### config.mk
export PLATFORM = sky130hd
export DESIGN_NAME = icsr_scan_readout
export DESIGN_NICKNAME = d
export VERILOG_FILES = /design/src/common/icsr_pkg.sv /design/src/common/icsr_result_if.sv /design/src/hw/icsr_scan_readout.sv /design/src/hw/icsr_result_slot.sv
export SDC_FILE = /design/constraint.sdc
export NUM_CORES = 1
export LEC_CHECK = 0
export BUFFER_PORTS_ARGS = -buffer_cell sky130_fd_sc_hd__buf_2
export CAP_MARGIN = 10
export CORE_AREA = 5 5 160 162
export CTS_CLUSTER_SIZE = 24
export DETAILED_ROUTE_END_ITERATION = 10
export DIE_AREA = 0 0 165 167
export GPL_TIMING_DRIVEN = 0
export MAX_ROUTING_LAYER = met4
export PLACE_DENSITY = 0.68
export SYNTH_ARGS = -nofsm -noshare
export SYNTH_HDL_FRONTEND = slang
export SYNTH_SLANG_ARGS = --single-unit
export TNS_END_PERCENT = 50
### constraint.sdc
create_clock -name clk_i -period 2.7 [get_ports clk_i]
set_input_delay 0.675 -clock clk_i [delete_from_list [all_inputs] [get_ports clk_i]]
set_output_delay 0.675 -clock clk_i [all_outputs]
set_load 0.02 [all_outputs]
### src/common/icsr_pkg.sv
// Constants and types for the inductive channel scan readout block.
package icsr_pkg;

  // ==========================================================================
  // Register map (offsets are register indices on the register port)
  // ==========================================================================
  localparam logic [7:0] ADDR_RESULT_CH0       = 8'h00;
  localparam logic [7:0] ADDR_RESULT_CH1       = 8'h02;
  localparam logic [7:0] ADDR_RESULT_CH2       = 8'h04;
  localparam logic [7:0] ADDR_RESULT_CH3       = 8'h06;
  localparam logic [7:0] ADDR_FREQ_OFFSET_CH0  = 8'h0c;
  localparam logic [7:0] ADDR_FREQ_OFFSET_CH1  = 8'h0d;
  localparam logic [7:0] ADDR_FREQ_OFFSET_CH2  = 8'h0e;
  localparam logic [7:0] ADDR_FREQ_OFFSET_CH3  = 8'h0f;
  localparam logic [7:0] ADDR_DEVICE_SETUP     = 8'h1a;
  localparam logic [7:0] ADDR_SCAN_SETUP       = 8'h1b;

  // ==========================================================================
  // Field positions and reset values
  // ==========================================================================
  localparam int          CHAN_SEL_HI          = 15;
  localparam int          CHAN_SEL_LO          = 14;
  localparam int          SCAN_ENABLE_BIT      = 15;
  localparam int          SCAN_ORDER_HI        = 14;
  localparam int          SCAN_ORDER_LO        = 13;
  localparam int          MEAS_TOP_BIT         = 15;
  localparam int          MEAS_SEL_LO          = 4;
  localparam logic [15:0] DEVICE_SETUP_RESET   = 16'h0001;
  localparam logic [15:0] SCAN_SETUP_RESET     = 16'h020f;
  localparam logic [15:0] OFFSET_RESET         = 16'h0000;
  localparam logic [11:0] CODE_UNDER_RANGE     = 12'h000;
  localparam logic [11:0] CODE_OVER_RANGE      = 12'hfff;

  // ==========================================================================
  // Scan order codes
  // ==========================================================================
  typedef enum logic [1:0] {
    ICSR_ORDER_2CH     = 2'b00,
    ICSR_ORDER_3CH     = 2'b01,
    ICSR_ORDER_4CH     = 2'b10,
    ICSR_ORDER_2CH_ALT = 2'b11
  } icsr_order_t;

  // ==========================================================================
  // Sequencer states (Gray coded along the measure path)
  // ==========================================================================
  typedef enum logic [1:0] {
    ICSR_ST_IDLE    = 2'b00,
    ICSR_ST_CONVERT = 2'b01,
    ICSR_ST_STORE   = 2'b11
  } icsr_state_t;

endpackage : icsr_pkg

### src/common/icsr_result_if.sv
// Carrier between the sequencer and the per-channel result slot.
`timescale 1ns/10ps
interface icsr_result_if;
  logic        load;
  logic [15:0] measurement;
  logic [15:0] offset_word;
  logic [11:0] result_word;
  logic        under_range;
  logic        over_range;

  modport seq  (output load, output measurement, output offset_word,
                input result_word, input under_range, input over_range);
  modport slot (input load, input measurement, input offset_word,
                output result_word, output under_range, output over_range);
endinterface : icsr_result_if

### src/hw/icsr_scan_readout.sv
// Channel sequencer and register file of the inductive scan readout block.
//
// Contract
// - In scan mode convert channels one at a time, only one active.
// - Ground both sensor pins of every channel not currently active.
// - Scan disabled: convert continuously on channel chosen by setup bits 15:14.
// - Scan enabled: convert continuously across channels in scan order.
// - Scan order 00: ch0,1; 01: ch0,1,2; 10: ch0,1,2,3.
// - Scan order 11 behaves like 00, channels 0 and 1.
// - One conversion per listed channel, then restart list, forever.
// - Result bits 11:0 are top twelve bits of 16-bit measurement.
// - Under-range reports all zeros, over-range reports all ones.
// - Divider 1, offset 0: result equals sensor freq times 4096 over ref.
// - Subtract a per-channel 16-bit offset word from each raw measurement.
`timescale 1ns/10ps
module icsr_scan_readout #(
  parameter int NUM_CH = 4
) (
  input  wire logic        clk_i,
  input  wire logic        rst_n_i,
  input  wire logic [7:0]  reg_addr_i,
  input  wire logic        reg_wr_i,
  input  wire logic        reg_rd_i,
  input  wire logic [15:0] reg_wdata_i,
  output logic      [15:0] reg_rdata_o,
  input  wire logic        conv_done_i,
  input  wire logic [15:0] conv_meas_i,
  output logic             conv_start_o,
  output logic      [1:0]  active_ch_o,
  output logic      [3:0]  pin_a_gnd_o,
  output logic      [3:0]  pin_b_gnd_o
);

  icsr_pkg::icsr_state_t state_q;
  logic [15:0]           device_setup_q;
  logic [15:0]           scan_setup_q;
  logic [15:0]           offset_q [NUM_CH];
  logic [1:0]            ch_q;
  logic [1:0]            ch_d;
  logic [1:0]            last_ch;
  logic                  scan_en;
  logic [15:0]           meas_q;
  logic [NUM_CH-1:0]     load;
  logic [11:0]           res_word [NUM_CH];
  logic [NUM_CH-1:0]     res_under;
  logic [NUM_CH-1:0]     res_over;

  assign scan_en = scan_setup_q[icsr_pkg::SCAN_ENABLE_BIT];

  // ==========================================================================
  // Scan list decode
  // ==========================================================================
  always_comb
  begin
    case (icsr_pkg::icsr_order_t'(scan_setup_q[icsr_pkg::SCAN_ORDER_HI:
                                               icsr_pkg::SCAN_ORDER_LO]))
      icsr_pkg::ICSR_ORDER_2CH:     last_ch = 2'h1;
      icsr_pkg::ICSR_ORDER_3CH:     last_ch = 2'h2;
      icsr_pkg::ICSR_ORDER_4CH:     last_ch = 2'h3;
      icsr_pkg::ICSR_ORDER_2CH_ALT: last_ch = 2'h1;
      default:                      last_ch = 2'h1;
    endcase
  end

  // Next channel after a finished conversion.
  always_comb
  begin
    if (!scan_en)
    begin
      ch_d = device_setup_q[icsr_pkg::CHAN_SEL_HI:icsr_pkg::CHAN_SEL_LO];
    end
    else if (ch_q >= last_ch)
    begin
      ch_d = 2'h0;
    end
    else
    begin
      ch_d = ch_q + 2'h1;
    end
  end

  // ==========================================================================
  // Sequencer: one channel converts at a time
  // ==========================================================================
  always_ff @(posedge clk_i)
  begin
    if (!rst_n_i)
    begin
      state_q      <= icsr_pkg::ICSR_ST_IDLE;
      ch_q         <= 2'h0;
      meas_q       <= 16'h0000;
      conv_start_o <= 1'b0;
    end
    else
    begin
      conv_start_o <= 1'b0;
      case (state_q)
        icsr_pkg::ICSR_ST_IDLE:
        begin
          ch_q         <= ch_d;
          conv_start_o <= 1'b1;
          state_q      <= icsr_pkg::ICSR_ST_CONVERT;
        end
        icsr_pkg::ICSR_ST_CONVERT:
        begin
          if (conv_done_i)
          begin
            meas_q  <= conv_meas_i;
            state_q <= icsr_pkg::ICSR_ST_STORE;
          end
        end
        icsr_pkg::ICSR_ST_STORE:
        begin
          state_q <= icsr_pkg::ICSR_ST_IDLE;
        end
        default:
        begin
          state_q <= icsr_pkg::ICSR_ST_IDLE;
        end
      endcase
    end
  end

  // ==========================================================================
  // Active channel and sensor pin grounding
  // ==========================================================================
  always_ff @(posedge clk_i)
  begin
    if (!rst_n_i)
    begin
      active_ch_o <= 2'h0;
      pin_a_gnd_o <= 4'hf;
      pin_b_gnd_o <= 4'hf;
    end
    else
    begin
      // The start pulse and the channel it names leave on the same edge.
      if (state_q == icsr_pkg::ICSR_ST_IDLE)
      begin
        active_ch_o <= ch_d;
      end
      else
      begin
        active_ch_o <= ch_q;
      end
      for (int i = 0; i < 4; i++)
      begin
        pin_a_gnd_o[i] <= !((state_q == icsr_pkg::ICSR_ST_CONVERT) &&
                            (ch_q == 2'(i)));
        pin_b_gnd_o[i] <= !((state_q == icsr_pkg::ICSR_ST_CONVERT) &&
                            (ch_q == 2'(i)));
      end
    end
  end

  // ==========================================================================
  // Result slots
  // ==========================================================================
  for (genvar g = 0; g < NUM_CH; g++)
  begin : g_slot
    icsr_result_if rif ();
    assign load[g]             = (state_q == icsr_pkg::ICSR_ST_STORE) &&
                                 (ch_q == 2'(g));
    assign rif.load            = load[g];
    assign rif.measurement     = meas_q;
    assign rif.offset_word     = offset_q[g];
    assign res_word[g]         = rif.result_word;
    assign res_under[g]        = rif.under_range;
    assign res_over[g]         = rif.over_range;
    icsr_result_slot u_slot (
      .clk_i   (clk_i),
      .rst_n_i (rst_n_i),
      .rif     (rif)
    );
  end

  // ==========================================================================
  // Register writes
  // ==========================================================================
  always_ff @(posedge clk_i)
  begin
    if (!rst_n_i)
    begin
      device_setup_q <= icsr_pkg::DEVICE_SETUP_RESET;
      scan_setup_q   <= icsr_pkg::SCAN_SETUP_RESET;
      for (int i = 0; i < NUM_CH; i++)
      begin
        offset_q[i] <= icsr_pkg::OFFSET_RESET;
      end
    end
    else if (reg_wr_i)
    begin
      if (reg_addr_i == icsr_pkg::ADDR_DEVICE_SETUP)
      begin
        device_setup_q <= reg_wdata_i;
      end
      if (reg_addr_i == icsr_pkg::ADDR_SCAN_SETUP)
      begin
        scan_setup_q <= reg_wdata_i;
      end
      for (int i = 0; i < NUM_CH; i++)
      begin
        if (reg_addr_i == icsr_pkg::ADDR_FREQ_OFFSET_CH0 + 8'(i))
        begin
          offset_q[i] <= reg_wdata_i;
        end
      end
    end
  end

  // ==========================================================================
  // Register reads: data registered one cycle after the read strobe
  // ==========================================================================
  always_ff @(posedge clk_i)
  begin
    if (!rst_n_i)
    begin
      reg_rdata_o <= 16'h0000;
    end
    else if (reg_rd_i)
    begin
      reg_rdata_o <= 16'h0000;
      if (reg_addr_i == icsr_pkg::ADDR_DEVICE_SETUP)
      begin
        reg_rdata_o <= device_setup_q;
      end
      if (reg_addr_i == icsr_pkg::ADDR_SCAN_SETUP)
      begin
        reg_rdata_o <= scan_setup_q;
      end
      for (int i = 0; i < NUM_CH; i++)
      begin
        if (reg_addr_i == icsr_pkg::ADDR_RESULT_CH0 + 8'(2 * i))
        begin
          reg_rdata_o <= {4'h0, res_word[i]};
        end
        if (reg_addr_i == icsr_pkg::ADDR_FREQ_OFFSET_CH0 + 8'(i))
        begin
          reg_rdata_o <= offset_q[i];
        end
      end
    end
  end

endmodule : icsr_scan_readout

### src/hw/icsr_result_slot.sv
// One channel's result word: offset subtraction, range codes, hold register.
`timescale 1ns/10ps
module icsr_result_slot (
  input  wire logic  clk_i,
  input  wire logic  rst_n_i,
  icsr_result_if.slot rif
);

  logic [16:0] diff;
  logic [11:0] result_q;
  logic        under_q;
  logic        over_q;
  logic [11:0] code_d;

  // ==========================================================================
  // Offset subtraction on the full measurement, then top twelve bits
  // ==========================================================================
  always_comb
  begin
    diff = {1'b0, rif.measurement} - {1'b0, rif.offset_word};
    if (diff[16])
    begin
      code_d = icsr_pkg::CODE_UNDER_RANGE;
    end
    else
    begin
      code_d = diff[icsr_pkg::MEAS_TOP_BIT:icsr_pkg::MEAS_SEL_LO];
    end
  end

  always_ff @(posedge clk_i)
  begin
    if (!rst_n_i)
    begin
      result_q <= 12'h000;
      under_q  <= 1'b0;
      over_q   <= 1'b0;
    end
    else if (rif.load)
    begin
      result_q <= code_d;
      under_q  <= (code_d == icsr_pkg::CODE_UNDER_RANGE);
      over_q   <= (code_d == icsr_pkg::CODE_OVER_RANGE);
    end
  end

  assign rif.result_word = result_q;
  assign rif.under_range = under_q;
  assign rif.over_range  = over_q;

endmodule : icsr_result_slot

== Yosys cells after proc, flatten, opt, wreduce, memory -nomap -nowiden ==
Memory sizes are Yosys's and may differ from the RTL's.
Cells that the tools add are included.
W data, S select, Z words.
Operators by class
  magnitude comparators: 1
  add/subtract/negate cells: 5
  equality and inequality tests: 18
  bitwise operators: 4
  reduce and logical (&&, ||, !) cells: 20
  muxes and demuxes: 41
Operators by type and width (number)
  $mux W16: 14
  $sub A16 B16 Y17: 4
  $mux W12: 4
  $eq A8 B4 Y1 const B: 4
  $mux W1: 18
  $eq A8 B3 Y1 const B: 2
  $eq A8 B5 Y1 const B: 2
  $eq A2 B2 Y1 const B: 5
  $eq A8 B2 Y1 const B: 1
  $logic_and A1 B1 Y1: 8
  $logic_not A8 Y1: 1
  $eq A2 B1 Y1 const B: 3
  $logic_not A2 Y1: 3
  $mux W2: 3
  $pmux W2 S3: 1
  $reduce_and A2 Y1: 3
  $logic_not A1 Y1: 4
  $or A1 B1 Y1: 4
  $pmux W2 S2: 1
  $add A2 B1 Y2 const B: 1
  $ge A2 B2 Y1: 1
  $ne A2 B2 Y1 const B: 1
  $reduce_or A2 Y1: 1
Storage, ports and cells
  memory bits (writable): 64
  bits of input ports: 45
  output and inout port bits: 27
  memories: 1
  word-level logic and storage cells: 102
  register bits after elaboration: 121
Memories
  offset_q: words 4, bits a word 16, read ports 4, clocked after memory_dff 0, wr ports 4, line icsr_scan_readout.sv:37  | logic [15:0] offset_q [NUM_CH];

== Depth between registers and ports, before layout ==
  depth in word-level cells: 11
  mapped depth: 11
  depth with buffers taken out: 10

== Hierarchy ==
Synthesis repeated with hierarchy kept, for this count alone.
Unflattened totals
  cell total of the unflattened synthesis: 1418
  area, all modules: 12648.4 µm²
By module, submodules not included
  icsr_scan_readout: seq. area each 3383.2 µm², cells each 684, area each 6849.1 µm², times used 1
  icsr_result_slot at g_slot[0].u_slot ...: seq. area each 280.3 µm², cells each 179, area each 1440.1 µm², times used 3
  icsr_result_slot at g_slot[3].u_slot: seq. area each 280.3 µm², cells each 197, area each 1478.9 µm², times used 1

== Worst setup path before layout ==
OpenSTA, ideal clock, no wires.
  path kind: in2reg
  start point: in reg_addr_i[7]
  end point: mem offset_q[1][0] (enable)
  setup slack: -0.022 ns
  cell stages on the path: 7
  data required time: 2.328 ns
  path buffers: 2
  setup time: 0.372 ns
  arrival time: 2.350 ns
  cell sequence: or4_4 -> or3_1 -> buf_6 -> nor2_8 -> buf_6 -> nand2_1 -> nand2_1
RTL lines
  start, declared: line icsr_scan_readout.sv:21  | input wire logic [7:0] reg_addr_i,
  end, declared: line icsr_scan_readout.sv:37

==> out/results.tsv <==
metric	value	unit
outcome	complete, no violations	
async_flop_share	0	%
dr.pass1.iters	5	
root_buffer	clkbuf_16	
fin_setup_tns	0	ns
period_share	96.7	%
syn_nets	1253	
antenna_left	0	
hpwl	25000	µm
r2r-start	offset_q[3][4]	
antenna_found_initial	1	
final_core_util	50.4	%
placed_area	0.0113	mm²
start_util	44.0	%
crit_path_cell_trace	buf_2 > or4_4 > or2_1 > buf_6 > nor4_2 > clkbuf_1 > and2_1	
endpoint_kind	flip-flop	
grt_max_degree	18	
synth_edf_count	64	
crit_family	simple AND/OR/NAND/NOR gates	
ys_ff_latch	185	
crit_path_start_kind	primary input	
overflow	0	
crit_arrival	2.93	ns
clkTransAtPathRegs	0.07	ns
min_to	reg_rdata_o[3]	
final_area	0.0121	mm²
final_common_cell	nand2_1	
crit_path_max_incr_delay	0.56	ns
ys.flop_type	dfxtp_1	
synth_top_area_cell	dfxtp_1	
die_y	167	µm
power	6.47	mW
reg2reg_depth	11	
h-tree-depth	4	
layout_common_cells	nand2_1 (148), dfxtp_1 (115), inv_1 (80)	
ios	72	
hold_path.class	reg2reg	
cts_num_sinks	185	
rows	57	
power_density	535	mW/mm²
cp_max_fo	10	
drv_cap	0	
fin_ws	0.0893	ns
finalClockSkew	0.00853	ns
cts_buffers	17	
slew_headroom	34.8	%
worstReg2RegEnd	g_slot[3].u_slot.rif.result_word[11]	
antenna_cells	0	
ys_seq_area_share	41.2	%
grt_pass1_wl	49300	µm
syn_area	0.0105	mm²
fin_nets	1343	
ys_types	72	
clockBufferDepth	2	
hp-start	reg_rdata_o[3]	
syn-instance-count	1141	
crit_slowest_cell	or4_4	
finalCriticalPeriod	2.61	ns
dp_slack	-0.629	ns
num_vias	8917	
hold_viol	0	
dieArea	0.0276	mm²
synth.avg_cell_area	9.24	µm²
wire_per_inst	20.8	µm
p_leak	5.03	nW
slew_viol_final	0	
cp.required	3.02	ns
regArea	0.00435	mm²
fmax	383	MHz
area_delta_synth_final	14.7	%
drive_gt1_share	15.0	%
die_w	165	µm
rsz0062_at_grt	no	
synth.area.top_cells	dfxtp_1 (23%), edfxtp_1 (18%), ha_1 (8.0%)	
n_fill_cell	2290	
path_class	in2reg	
drt_iter0_drc	881	
cp_num_buf_inv	3	
multiInputGateArea	0.00575	mm²
viasPerCell	5.69	
tightest_slew	0.978	ns
finalSetupViolations	0	
gp_congestion	0.967	
ir_drop	442	µV
wl	32600	µm
r2r_slack	0.09	ns
grt_use_total	24.3	%
coreArea	0.0240	mm²
port_buffers	67	
synth_warnings	0	
hold_depth	2	
grt_pass1_vias	8550	
route.detailed.drc	0	
yosys.area.top_type_share	23.0	%
cts_tree	done	
clk_latency	0.45	ns
state kept, by name, indices dropped and copies added (netlist names):
signal,flops
offset_q,64
conv_start_o,1
scan_setup_q,16
state_q,2
g_slot.u_slot.rif.result_word,48
g_slot.rif.measurement,16
reg_rdata_o,16
pin_b_gnd_o,4
device_setup_q,16
active_ch_o,2
through the flow:
| stage | instances | hold slack [ns] |
|---|---|---|
| after floorplan | 1141 | 0.434 |
| after global placement | 1532 | 0.439 |
| after detailed placement | 1532 | 0.446 |
| after CTS | 1566 | 0.456 |
| after global routing | 1568 | 0.470 |
| final | 1568 | 0.448 |
synthesized netlist by cell type (8+ instances only):
library cell  count
a21oi_1          43
nor2b_1          60
nor2_1           36
a221oi_1         11
a21o_1           18
buf_2             8
and2_1           72
and3_1           12
inv_1            81
o21ai_0          21
dfxtp_1         121
xnor2_1          25
clkbuf_1         36
a21boi_0         45
a211oi_1         16
edfxtp_1         64
nand2_1         152
o221ai_1         11
ha_1             67
a22oi_1          45
or3_1             9
nand3_1          29
xor2_1           15
nand2b_1         17
layout make-up:
type                            count  area share (%)
Clock buffer                       22            4.38
Timing Repair Buffer               71            3.02
Multi-Input combinational cell    817            47.6
Sequential cell                   185            36.0
Tap cell                          324            3.35
Buffer                             57            2.38
Inverter                           82            2.55
Clock inverter                     10           0.704
report_power, final:
group / internal [mW] / switching, mW
sequential: 2.95 / 0.0807
clock: 1.43 / 1.20
combinational: 0.313 / 0.498
total: 4.70 / 1.77
worst min-delay path, cell delays in order (launching register included):
cell	delay, ns
dfxtp_1	0.31
nand2_1	0.05
o21ai_1	0.05
cells by family after synthesis:
group	Yosys count	share of synthesized area, %
AOI/OAI and AO/OA	287	20.1
xor gates and xnor gates	40	3.32
adders and majority gates	67	7.95
buffers and inverters	139	5.56
DFF	185	41.2
muxes	7	1.14
and+or+nand+nor	416	20.7
layer usage:
layer  wire (µm)  share of wire, %  GRT usage (%)  vias to the layer above
li1            -                 -              -                     4230
met1       14300                44           32.5                     4296
met2       15000                46           37.5                      338
met3        2540               7.8           5.04                       53
met4         704               2.2           6.44                        0
met5           0                 0              -                        -
how the worst max path moves through the flow:
stage                            startpoint                                   to  slack (ns)  depth (start not counted)
2_1_floorplan                 reg_addr_i[7]                       offset_q[0][0]        0.05                          6
3_3_place_gp                  reg_addr_i[7]                       offset_q[3][8]       -0.60                          7
3_5_place_dp                  reg_addr_i[7]                      scan_setup_q[0]       -0.63                          9
4_1_cts        g_slot[0].rif.measurement[6]  g_slot[2].u_slot.rif.result_word[7]       0.002                          8
5_1_grt                      offset_q[3][2]  g_slot[3].u_slot.rif.result_word[1]       0.002                         11
6_report                      reg_addr_i[7]                      offset_q[0][13]        0.09                          7
repair_timing:
| action | 4_1_cts | 5_1_grt |
|---|---|---|
| gates resized for setup | 16 | 28 |
| buffers inserted | 2 | 2 |
| hold buffers | 0 | 0 |
| endpoints found under the setup margin | 97 | 81 |
| pin swaps | 3 | 4 |
Note: power is estimated with default switching activity, not from simulation.
